## config.mk

```make
export PLATFORM = sky130hd
export DESIGN_NAME = dtb_bank
export DESIGN_NICKNAME = d
export VERILOG_FILES = /design/src/logic/dtb_pkg.sv /design/src/logic/dtb_bank.sv
export VERILOG_INCLUDE_DIRS = /design/src /design/src/logic
export SDC_FILE = /design/constraint.sdc
export NUM_CORES = 2
export LEC_CHECK = 0
export ABC_CLOCK_PERIOD_IN_PS = 34000
export CAP_MARGIN = 25
export CORE_MARGIN = 10
export CORE_UTILIZATION = 40
export DETAILED_ROUTE_END_ITERATION = 8
export DONT_BUFFER_PORTS = 1
export REMOVE_ABC_BUFFERS = 1
export SLEW_MARGIN = 30
export SYNTH_ARGS = -nofsm -noshare
export SYNTH_HDL_FRONTEND = slang
export SYNTH_SLANG_ARGS = --single-unit
```

## constraint.sdc

```tcl
create_clock -name SYS_CLK -period 34 [get_ports SYS_CLK]
set_input_delay 3.4 -clock SYS_CLK [delete_from_list [all_inputs] [get_ports SYS_CLK]]
set_output_delay 3.4 -clock SYS_CLK [all_outputs]
set_load 0.01 [all_outputs]
```

## src/logic/dtb_params.svh

```systemverilog
/*
 * Constants for the drive tuning and backup access register bank:
 * register indices, network command codes, key values, parameter limits
 * and initial values, ramp timing.
 * Assumes the includer compiles it once per unit; guard prevents repeats.
 */
// Functional notes
// - Loop gains and integral time act only in load-adaptive current mode.
// - Position loop gain accepts 1..50, initial 10.
// - Speed loop gain accepts 10..200, initial 180.
// - Speed integral time accepts 100..2000 (0.1 ms units), initial 1000.
// - Operating current target changes ramp at configured rate.
// - Standstill cutback current changes bypass the ramp.
// - Ramp-up rate 0..100 ms per full scale, initial 0, rising only.
// - Ramp-down rate 0..100 ms per full scale, initial 0, falling only.
// - Deviation acceleration suppression gain accepts 0..500, initial 45.
// - Nonvolatile backup area holds full set; restore returns stored data.
// - Access key register RW, initial zero, at 0040h/0041h, codes 0020h/1020h.
// - Write key register RW, initial zero, at 0042h/0043h, codes 0021h/1021h.
// - Write to backup read command restores whole backup area.
// - Write to backup store command saves whole data set to backup.
// - Store needs access key 01391955h and write key 75DB9C97h.
// - Restore needs access key only.
// - Adaptive mode varies current with load; constant mode holds current.
`ifndef DTB_PARAMS_SVH
`define DTB_PARAMS_SVH

`define DTB_REG_ACCESS_KEY 16'h0040
`define DTB_REG_WRITE_KEY 16'h0042
`define DTB_REG_READ_CMD 16'h0196
`define DTB_REG_STORE_CMD 16'h0198
`define DTB_REG_POS_GAIN 16'h0200
`define DTB_REG_SPD_GAIN 16'h0202
`define DTB_REG_INT_TIME 16'h0204
`define DTB_REG_RAMP_UP 16'h0206
`define DTB_REG_RAMP_DOWN 16'h0208
`define DTB_REG_SUPP_GAIN 16'h020A

`define DTB_NET_RD_ACCESS 16'h0020
`define DTB_NET_RD_WRITE 16'h0021
`define DTB_NET_WR_ACCESS 16'h1020
`define DTB_NET_WR_WRITE 16'h1021
`define DTB_NET_WR_READ 16'h30CB
`define DTB_NET_WR_STORE 16'h30CC

`define DTB_ACCESS_KEY 32'h0139_1955
`define DTB_WRITE_KEY 32'h75DB_9C97

`define DTB_POS_MIN 32'h0000_0001
`define DTB_POS_MAX 32'h0000_0032
`define DTB_POS_INIT 32'h0000_000A
`define DTB_SPD_MIN 32'h0000_000A
`define DTB_SPD_MAX 32'h0000_00C8
`define DTB_SPD_INIT 32'h0000_00B4
`define DTB_INT_MIN 32'h0000_0064
`define DTB_INT_MAX 32'h0000_07D0
`define DTB_INT_INIT 32'h0000_03E8
`define DTB_RAMP_MAX 32'h0000_0064
`define DTB_RAMP_INIT 32'h0000_0000
`define DTB_SUPP_MAX 32'h0000_01F4
`define DTB_SUPP_INIT 32'h0000_002D

// Ramp: 1 ms per unit of rate spread over full scale
`define DTB_CLK_HZ 10000000
`define DTB_MS_NS 1000000
`define DTB_CLK_NS 100
`define DTB_CYC_PER_MS (`DTB_MS_NS / `DTB_CLK_NS)

`endif

```

## src/logic/dtb_pkg.sv

```systemverilog
/*
 * Types for the drive tuning and backup access block.
 * Assumes dtb_params.svh supplies the numeric constants.
 */
`default_nettype none
package dtb_pkg;
	typedef enum logic [1:0] {
		DTB_OP_IDLE,
		DTB_OP_STORE,
		DTB_OP_RESTORE
	} dtb_op_t;

	typedef enum logic {
		DTB_MODE_CONSTANT,
		DTB_MODE_ADAPTIVE
	} dtb_mode_t;
endpackage : dtb_pkg
`default_nettype wire

```

## src/logic/dtb_bank.sv

```systemverilog
/*
 * Tuning and backup register bank of a stepping motor driver.
 * Serial 16-bit register port (upper half at even address) and a
 * network command port with 32-bit data. Backup area is a local array
 * standing for nonvolatile storage; contents survive RST.
 * Assumes inputs synchronous to SYS_CLK, one access per cycle.
 */
`include "dtb_params.svh"
`timescale 1ns/1ps
`default_nettype none
module dtb_bank #(
	parameter int CUR_W = 10,
	parameter int SET_WORDS = 6
) (
	input wire logic SYS_CLK,
	input wire logic RST,
	input wire logic SER_WR,
	input wire logic SER_RD,
	input wire logic [15:0] SER_ADDR,
	input wire logic [15:0] SER_WDATA,
	output logic [15:0] SER_RDATA,
	output logic SER_ACK,
	input wire logic NET_CMD_VALID,
	input wire logic [15:0] NET_CMD_CODE,
	input wire logic [31:0] NET_WDATA,
	output logic [31:0] NET_RDATA,
	output logic NET_ACK,
	input wire logic LOAD_ADAPTIVE_MODE,
	input wire logic [CUR_W-1:0] OP_CURRENT_TARGET,
	input wire logic [CUR_W-1:0] STOP_CURRENT,
	input wire logic STANDSTILL_CUTBACK,
	output logic [CUR_W-1:0] CURRENT_SETPOINT,
	output logic [31:0] POS_GAIN_OUT,
	output logic [31:0] SPD_GAIN_OUT,
	output logic [31:0] INT_TIME_OUT,
	output logic [31:0] SUPP_GAIN_OUT,
	output logic LOOP_ACTIVE,
	output logic BACKUP_DONE,
	output logic BACKUP_REFUSED
);
	// Ramp arithmetic and the backup word map need these limits
	if (CUR_W < 2 || CUR_W > 16 || SET_WORDS != 6) begin : g_bad_params
		$error("dtb_bank: unsupported parameters");
	end

	////////////////////////////////////////////////////////////////////
	// Register storage
	logic [31:0] access_key;
	logic [31:0] write_key;
	logic [31:0] pos_gain;
	logic [31:0] spd_gain;
	logic [31:0] int_time;
	logic [31:0] ramp_up;
	logic [31:0] ramp_down;
	logic [31:0] supp_gain;
	// Survives reset: stands in for nonvolatile memory
	logic [31:0] backup_area [SET_WORDS];
	logic [15:0] upper_hold;

	logic [15:0] ser_base;
	logic ser_low;
	logic [31:0] ser_word;
	logic ser_commit;
	logic [15:0] eff_addr;
	logic eff_wr;
	logic [31:0] eff_data;
	logic key_ok_read;
	logic key_ok_store;
	logic [31:0] cur_set [SET_WORDS];
	logic [31:0] ser_rd_word;
	logic cutback_q;
	logic loop_on;
	dtb_pkg::dtb_op_t op;
	dtb_pkg::dtb_mode_t mode;

	assign ser_low = SER_ADDR[0];
	assign ser_base = {SER_ADDR[15:1], 1'b0};
	assign ser_word = {upper_hold, SER_WDATA};
	assign ser_commit = SER_WR && ser_low;

	// Network write codes mapped onto serial base addresses
	always_comb begin
		eff_wr = 1'b0;
		eff_addr = 16'h0000;
		eff_data = NET_WDATA;
		if (NET_CMD_VALID) begin
			eff_wr = 1'b1;
			unique case (NET_CMD_CODE)
				`DTB_NET_WR_ACCESS: eff_addr = `DTB_REG_ACCESS_KEY;
				`DTB_NET_WR_WRITE: eff_addr = `DTB_REG_WRITE_KEY;
				`DTB_NET_WR_READ: eff_addr = `DTB_REG_READ_CMD;
				`DTB_NET_WR_STORE: eff_addr = `DTB_REG_STORE_CMD;
				default: eff_wr = 1'b0;
			endcase
		end else if (ser_commit) begin
			eff_wr = 1'b1;
			eff_addr = ser_base;
			eff_data = ser_word;
		end
	end

	// Backup command decode shared by restore, store and status
	always_comb begin
		op = dtb_pkg::DTB_OP_IDLE;
		if (eff_wr && eff_addr == `DTB_REG_STORE_CMD)
			op = dtb_pkg::DTB_OP_STORE;
		else if (eff_wr && eff_addr == `DTB_REG_READ_CMD)
			op = dtb_pkg::DTB_OP_RESTORE;
	end

	always_ff @(posedge SYS_CLK) begin
		if (RST)
			upper_hold <= 16'h0000;
		else if (SER_WR && !ser_low)
			upper_hold <= SER_WDATA;
	end

	// Out-of-range values are refused and the old value kept
	function automatic logic in_range(input logic [31:0] v,
			input logic [31:0] lo, input logic [31:0] hi);
		in_range = (v >= lo) && (v <= hi);
	endfunction : in_range

	////////////////////////////////////////////////////////////////////
	// Keys
	always_ff @(posedge SYS_CLK) begin
		if (RST) begin
			access_key <= 32'h0000_0000;
			write_key <= 32'h0000_0000;
		end else if (eff_wr) begin
			if (eff_addr == `DTB_REG_ACCESS_KEY)
				access_key <= eff_data;
			if (eff_addr == `DTB_REG_WRITE_KEY)
				write_key <= eff_data;
		end
	end

	assign key_ok_store = (access_key == `DTB_ACCESS_KEY) &&
		(write_key == `DTB_WRITE_KEY);
	assign key_ok_read = (access_key == `DTB_ACCESS_KEY);

	////////////////////////////////////////////////////////////////////
	// Tuning parameters
	always_ff @(posedge SYS_CLK) begin
		if (RST) begin
			pos_gain <= `DTB_POS_INIT;
			spd_gain <= `DTB_SPD_INIT;
			int_time <= `DTB_INT_INIT;
			ramp_up <= `DTB_RAMP_INIT;
			ramp_down <= `DTB_RAMP_INIT;
			supp_gain <= `DTB_SUPP_INIT;
		end else if (op == dtb_pkg::DTB_OP_RESTORE && key_ok_read) begin
			pos_gain <= backup_area[0];
			spd_gain <= backup_area[1];
			int_time <= backup_area[2];
			ramp_up <= backup_area[3];
			ramp_down <= backup_area[4];
			supp_gain <= backup_area[5];
		end else if (eff_wr) begin
			if (eff_addr == `DTB_REG_POS_GAIN &&
					in_range(eff_data, `DTB_POS_MIN, `DTB_POS_MAX))
				pos_gain <= eff_data;
			if (eff_addr == `DTB_REG_SPD_GAIN &&
					in_range(eff_data, `DTB_SPD_MIN, `DTB_SPD_MAX))
				spd_gain <= eff_data;
			if (eff_addr == `DTB_REG_INT_TIME &&
					in_range(eff_data, `DTB_INT_MIN, `DTB_INT_MAX))
				int_time <= eff_data;
			if (eff_addr == `DTB_REG_RAMP_UP && eff_data <= `DTB_RAMP_MAX)
				ramp_up <= eff_data;
			if (eff_addr == `DTB_REG_RAMP_DOWN &&
					eff_data <= `DTB_RAMP_MAX)
				ramp_down <= eff_data;
			if (eff_addr == `DTB_REG_SUPP_GAIN &&
					eff_data <= `DTB_SUPP_MAX)
				supp_gain <= eff_data;
		end
	end

	////////////////////////////////////////////////////////////////////
	// Backup area
	assign cur_set[0] = pos_gain;
	assign cur_set[1] = spd_gain;
	assign cur_set[2] = int_time;
	assign cur_set[3] = ramp_up;
	assign cur_set[4] = ramp_down;
	assign cur_set[5] = supp_gain;

	genvar gi;
	generate
		for (gi = 0; gi < SET_WORDS; gi++) begin : g_backup
			always_ff @(posedge SYS_CLK) begin
				if (op == dtb_pkg::DTB_OP_STORE && key_ok_store)
					backup_area[gi] <= cur_set[gi];
			end
		end
	endgenerate

	always_ff @(posedge SYS_CLK) begin
		if (RST) begin
			BACKUP_DONE <= 1'b0;
			BACKUP_REFUSED <= 1'b0;
		end else begin
			BACKUP_DONE <= 1'b0;
			BACKUP_REFUSED <= 1'b0;
			unique case (op)
				dtb_pkg::DTB_OP_STORE: begin
					BACKUP_DONE <= key_ok_store;
					BACKUP_REFUSED <= !key_ok_store;
				end
				dtb_pkg::DTB_OP_RESTORE: begin
					BACKUP_DONE <= key_ok_read;
					BACKUP_REFUSED <= !key_ok_read;
				end
				dtb_pkg::DTB_OP_IDLE: begin
					// Both pulses stay low
				end
			endcase
		end
	end

	////////////////////////////////////////////////////////////////////
	// Read paths
	function automatic logic [31:0] reg_value(input logic [15:0] a);
		unique case (a)
			`DTB_REG_ACCESS_KEY: reg_value = access_key;
			`DTB_REG_WRITE_KEY: reg_value = write_key;
			`DTB_REG_POS_GAIN: reg_value = pos_gain;
			`DTB_REG_SPD_GAIN: reg_value = spd_gain;
			`DTB_REG_INT_TIME: reg_value = int_time;
			`DTB_REG_RAMP_UP: reg_value = ramp_up;
			`DTB_REG_RAMP_DOWN: reg_value = ramp_down;
			`DTB_REG_SUPP_GAIN: reg_value = supp_gain;
			// Write-only and unmapped read as zero
			default: reg_value = 32'h0000_0000;
		endcase
	endfunction : reg_value

	// Function reads registers, so it needs a combinational process
	always_comb ser_rd_word = reg_value(ser_base);

	always_ff @(posedge SYS_CLK) begin
		if (RST) begin
			SER_RDATA <= 16'h0000;
			SER_ACK <= 1'b0;
		end else begin
			SER_ACK <= SER_RD || SER_WR;
			if (SER_RD)
				SER_RDATA <= ser_low ? ser_rd_word[15:0] :
					ser_rd_word[31:16];
		end
	end

	always_ff @(posedge SYS_CLK) begin
		if (RST) begin
			NET_RDATA <= 32'h0000_0000;
			NET_ACK <= 1'b0;
		end else begin
			NET_ACK <= NET_CMD_VALID;
			if (NET_CMD_VALID) begin
				unique case (NET_CMD_CODE)
					`DTB_NET_RD_ACCESS: NET_RDATA <= access_key;
					`DTB_NET_RD_WRITE: NET_RDATA <= write_key;
					default: NET_RDATA <= 32'h0000_0000;
				endcase
			end
		end
	end

	////////////////////////////////////////////////////////////////////
	// Loop parameter outputs
	assign mode = LOAD_ADAPTIVE_MODE ? dtb_pkg::DTB_MODE_ADAPTIVE :
		dtb_pkg::DTB_MODE_CONSTANT;
	assign loop_on = (mode == dtb_pkg::DTB_MODE_ADAPTIVE);

	always_ff @(posedge SYS_CLK) begin
		if (RST) begin
			POS_GAIN_OUT <= 32'h0000_0000;
			SPD_GAIN_OUT <= 32'h0000_0000;
			INT_TIME_OUT <= 32'h0000_0000;
			LOOP_ACTIVE <= 1'b0;
			SUPP_GAIN_OUT <= `DTB_SUPP_INIT;
		end else begin
			LOOP_ACTIVE <= loop_on;
			POS_GAIN_OUT <= loop_on ? pos_gain : 32'h0000_0000;
			SPD_GAIN_OUT <= loop_on ? spd_gain : 32'h0000_0000;
			INT_TIME_OUT <= loop_on ? int_time : 32'h0000_0000;
			SUPP_GAIN_OUT <= supp_gain;
		end
	end

	////////////////////////////////////////////////////////////////////
	// Current ramp: one step per (rate ms * cycles/ms) / full scale
	localparam logic [CUR_W-1:0] CUR_FULL = '1;
	logic [31:0] step_cnt;
	logic [31:0] step_len;
	logic [CUR_W-1:0] goal;
	logic rising;

	// Cutback target during cutback, operating current target otherwise; no limit applied
	assign goal = STANDSTILL_CUTBACK ? STOP_CURRENT : OP_CURRENT_TARGET;
	assign rising = goal > CURRENT_SETPOINT;
	// Up rate for rising, down rate for falling
	assign step_len = 32'((rising ? ramp_up : ramp_down) *
		`DTB_CYC_PER_MS / 32'(CUR_FULL));

	// Remembers cutback so its release skips the ramp as well
	always_ff @(posedge SYS_CLK) begin
		if (RST)
			cutback_q <= 1'b0;
		else
			cutback_q <= STANDSTILL_CUTBACK;
	end

	always_ff @(posedge SYS_CLK) begin
		if (RST) begin
			CURRENT_SETPOINT <= '0;
			step_cnt <= 32'h0000_0000;
		end else if (STANDSTILL_CUTBACK) begin
			CURRENT_SETPOINT <= STOP_CURRENT;
			step_cnt <= 32'h0000_0000;
		end else if (cutback_q) begin
			// Return from cutback skips ramp too
			CURRENT_SETPOINT <= OP_CURRENT_TARGET;
			step_cnt <= 32'h0000_0000;
		end else if (goal == CURRENT_SETPOINT) begin
			step_cnt <= 32'h0000_0000;
		end else if (step_len == 32'h0000_0000) begin
			CURRENT_SETPOINT <= goal;
		end else if (step_cnt + 32'h0000_0001 >= step_len) begin
			step_cnt <= 32'h0000_0000;
			CURRENT_SETPOINT <= rising ? CURRENT_SETPOINT + 1'b1 :
				CURRENT_SETPOINT - 1'b1;
		end else begin
			step_cnt <= step_cnt + 32'h0000_0001;
		end
	end
endmodule : dtb_bank
`default_nettype wire

```

==> reports/qor.csv <==
stage;metric;value;unit
hold_path;min-delay src;ramp_down[30];
critical_path;CP required;34.53;ns
detailed_routing;antenna violation net count after detailed routing;0;
final_layout;area used by multi-input combinational logic;24550;um^2
final_layout;fillcell total;9949;
floorplanning;die span in x;341.7;um
cts;Reg clk slew, reported paths;0.06;ns
critical_path;Worst setup SP type;input port;
floorplanning;core area;102300;um^2
synthesis;Post-synth EDFFs;192;
synthesis;flop and latch count out of synthesis;688;
flow_run;number of max-cap violations;0;
placement;IO buf count;0;
floorplanning;die height;341.7;um
final_layout;Final nets;4905;
synthesis;yosys warns;0;
cts;CTS Sinks;688;
synthesis;Main synth FF type;dfxtp_1;
final_layout;area grow syn2layout;11.03;%
synthesis;Synth top area share;23.99;%
power_and_ir_drop;maximum vdd drop;0.05267;mV
critical_path;crit-path max cell delay;0.62;ns
detailed_routing;WL per Instance;23.48;um
critical_path;reg2reg start;CURRENT_SETPOINT[7];
sta;final setup vio count;0;
critical_path;capturing point of the worst reg2reg path;CURRENT_SETPOINT[1];
critical_path;WS Path Type;in -> reg;
cts;clk buf depth;3;
critical_path;r2r worst-path depth;124;
cts;htree depth;3;
critical_path;CP max stage cell;or4_1;
cts;CTS tree;built;
placement;GP Congestion;0.9513;
critical_path;crit-path max FO;43;
hold_path;WHS Path Cells;0;
final_layout;post-route design area;45970;um^2
global_route;total congestion overflow;0;
global_route;global-route wire length before repair;212700;um
critical_path;Setup crit end kind;flip-flop;
global_route;vias in the first global route;33480;
global_route;pin count of the biggest net entering global routing;356;
synthesis;ys async rst share;0;%
synthesis;Mapped Cells;4685;
detailed_routing;Routed WL;142000;um
cts;# hold bufs at CTS;0;
detailed_routing;vias;36120;
sta;relative max-transition margin;31.14;%
final_layout;share of cells above drive strength 1;12.10;%
sta;actual slew at the worst max-slew pin;1.033;ns
detailed_routing;DR iter-0 viols;3668;
detailed_routing;post-DR vias/cell;5.972;
power_and_ir_drop;Total Power;2141;uW
sta;clock skew;0.02644;ns
floorplanning;# IOs;298;
synthesis;register area share after synthesis;37.91;%
cts;CTS root buf;clkbuf_16;
cts;clock latency at the later pin of the worst-skew pair;0.63;ns
floorplanning;Rows;117;
sta;top achievable clock speed;31.03;MHz
global_route;GR Util All Layers;22.95;%
synthesis;Unique masters post-synth;149;
synthesis;Synth area leader;dfxtp_1;
sta;final count of hold timing violations;0;
detailed_routing;first drt pass iteration count;8;
cts;clock buffer count from CTS;73;
floorplanning;Initial Util;40.46;%
placement;DP HPWL;102400;um
sta;setup TNS;0;ns
placement;Placed Area;42800;um^2
run_status;status;completed;
synthesis;largest cells by area after synthesis;dfxtp_1 (24%), edfxtp_1 (14%), nor2_1 (5.8%);
synthesis;syn_area_per_cell;8.836;um^2
final_layout;Core Util, Final;44.92;%
sta;final period utilization;94.78;%
critical_path;CP bufs+invs;10;
detailed_routing;DRC Markers;0;
power_and_ir_drop;power density cells;46.58;nW/um^2
sta;Slew Limit Fails;0;
floorplanning;Die ar.;116800;um^2
critical_path;Reg2Reg Setup Slack;4.24;ns
hold_path;Hold Path End;backup_area[4][30];
critical_path;CP arrival;32.75;ns
final_layout;FF+latch area;15700;um^2
power_and_ir_drop;Leakage;0.01778;uW
synthesis;Mapped Area;41400;um^2
sta;Tmin final;32.23;ns
hold_path;HP Class;reg -> reg;
global_route;initial antenna violation count;2;
critical_path;family with the most delay on the worst path;simple AND/OR/NAND/NOR gates;
[synth_stat cells, drive strengths merged, types with 83 or more instances]
cell type    n
mux2i      183
nor2       644
o21ai      172
dfxtp      496
nand3      148
inv        146
a21oi      385
a211oi      83
xnor2      101
edfxtp     192
mux2        83
ha         129
clkbuf     200
nand2      353
nor3       199
and2       126
[sequential cells by signal, summed over array words and instances (netlist names), 10 cells and up]
name and cells:
SPD_GAIN_OUT 32, NET_RDATA 32, SUPP_GAIN_OUT 32, write_key 32, backup_area 192, POS_GAIN_OUT 32
upper_hold 16, int_time 32, ramp_up 32, ramp_down 32, INT_TIME_OUT 32, pos_gain 32
SER_RDATA 16, CURRENT_SETPOINT 10, access_key 32, step_cnt 32, spd_gain 32, supp_gain 32
[per-stage QoR]
| stage | worst slack (ns) | cells | hold WS (ns) |
|---|---|---|---|
| 2_1_floorplan | -0.4501 | 4420 | 0.4249 |
| 3_3_place_gp | 0.6724 | 5884 | 0.4436 |
| 3_5_place_dp | 0.4750 | 5884 | 0.4469 |
| 4_1_cts | 0.9927 | 6017 | 0.4621 |
| 5_1_grt | -0.1243 | 6047 | 0.4758 |
| 6_report | 1.774 | 6048 | 0.4649 |
[power by group]
group | switching, uW | internal [uW]
logic | 298 | 166
registers | 12.9 | 846
clock network | 338 | 479
total | 649 | 1490
[cell type report]
cell class,count,share of cell area (%)
sequential,688,34.15
multi-input combinational,3583,53.41
antenna,3,0.01633
clock buffer,111,4.772
inverter,149,1.252
clock inverter,22,0.5635
timing repair buffer,124,2.120
tap,1368,3.724
[cell usage in the layout, fill, tap and decap left out, types with 124 or more instances in the layout]
cell type	Yosys	layout
nand3_1	143	139
edfxtp_1	192	192
mux2i_1	181	176
inv_1	140	140
nor3_1	189	180
nor2_1	639	633
dfxtp_1	496	496
ha_1	129	129
a21oi_1	379	375
o21ai_0	143	142
and2_1	125	124
nand2_1	349	347
[what timing repair did]
action	in CTS	in global routing
resized for setup	0	86
buffers inserted	0	27
endpoints found under the setup margin	0	33
[cells by family after synthesis]
kind of cell	synth area share, %
flops	37.91
fa+ha+maj	6.389
xor+xnor	3.424
mux	6.764
simple gates	22.78
compound gates	18.50
buf+inv	4.222
[how the worst max path moves through the flow]
stage                    startpoint                  end  slack, ns  cells past startpoint
2_1_floorplan    STANDSTILL_CUTBACK  CURRENT_SETPOINT[2]      -0.45                    123
3_3_place_gp   OP_CURRENT_TARGET[7]          step_cnt[5]       0.67                    123
3_5_place_dp   OP_CURRENT_TARGET[5]          step_cnt[5]       0.48                    125
4_1_cts        OP_CURRENT_TARGET[5]  CURRENT_SETPOINT[1]       0.99                    124
5_1_grt        OP_CURRENT_TARGET[7]         step_cnt[11]      -0.12                    128
6_report         STANDSTILL_CUTBACK  CURRENT_SETPOINT[1]       1.77                    125
[layer usage]
metal  share of wire, %  global-route usage, %  up-vias  wire length (um)
met5             0.0092                      0        -                13
met4                3.3                  7.395        2              4735
met3                7.0                  3.898      218             10010
met2                 48                  38.24     1389             67460
met1                 42                  29.95    17630             59800
li1                   -                      -    16880                 -
Power figures use the tool's default switching activity.
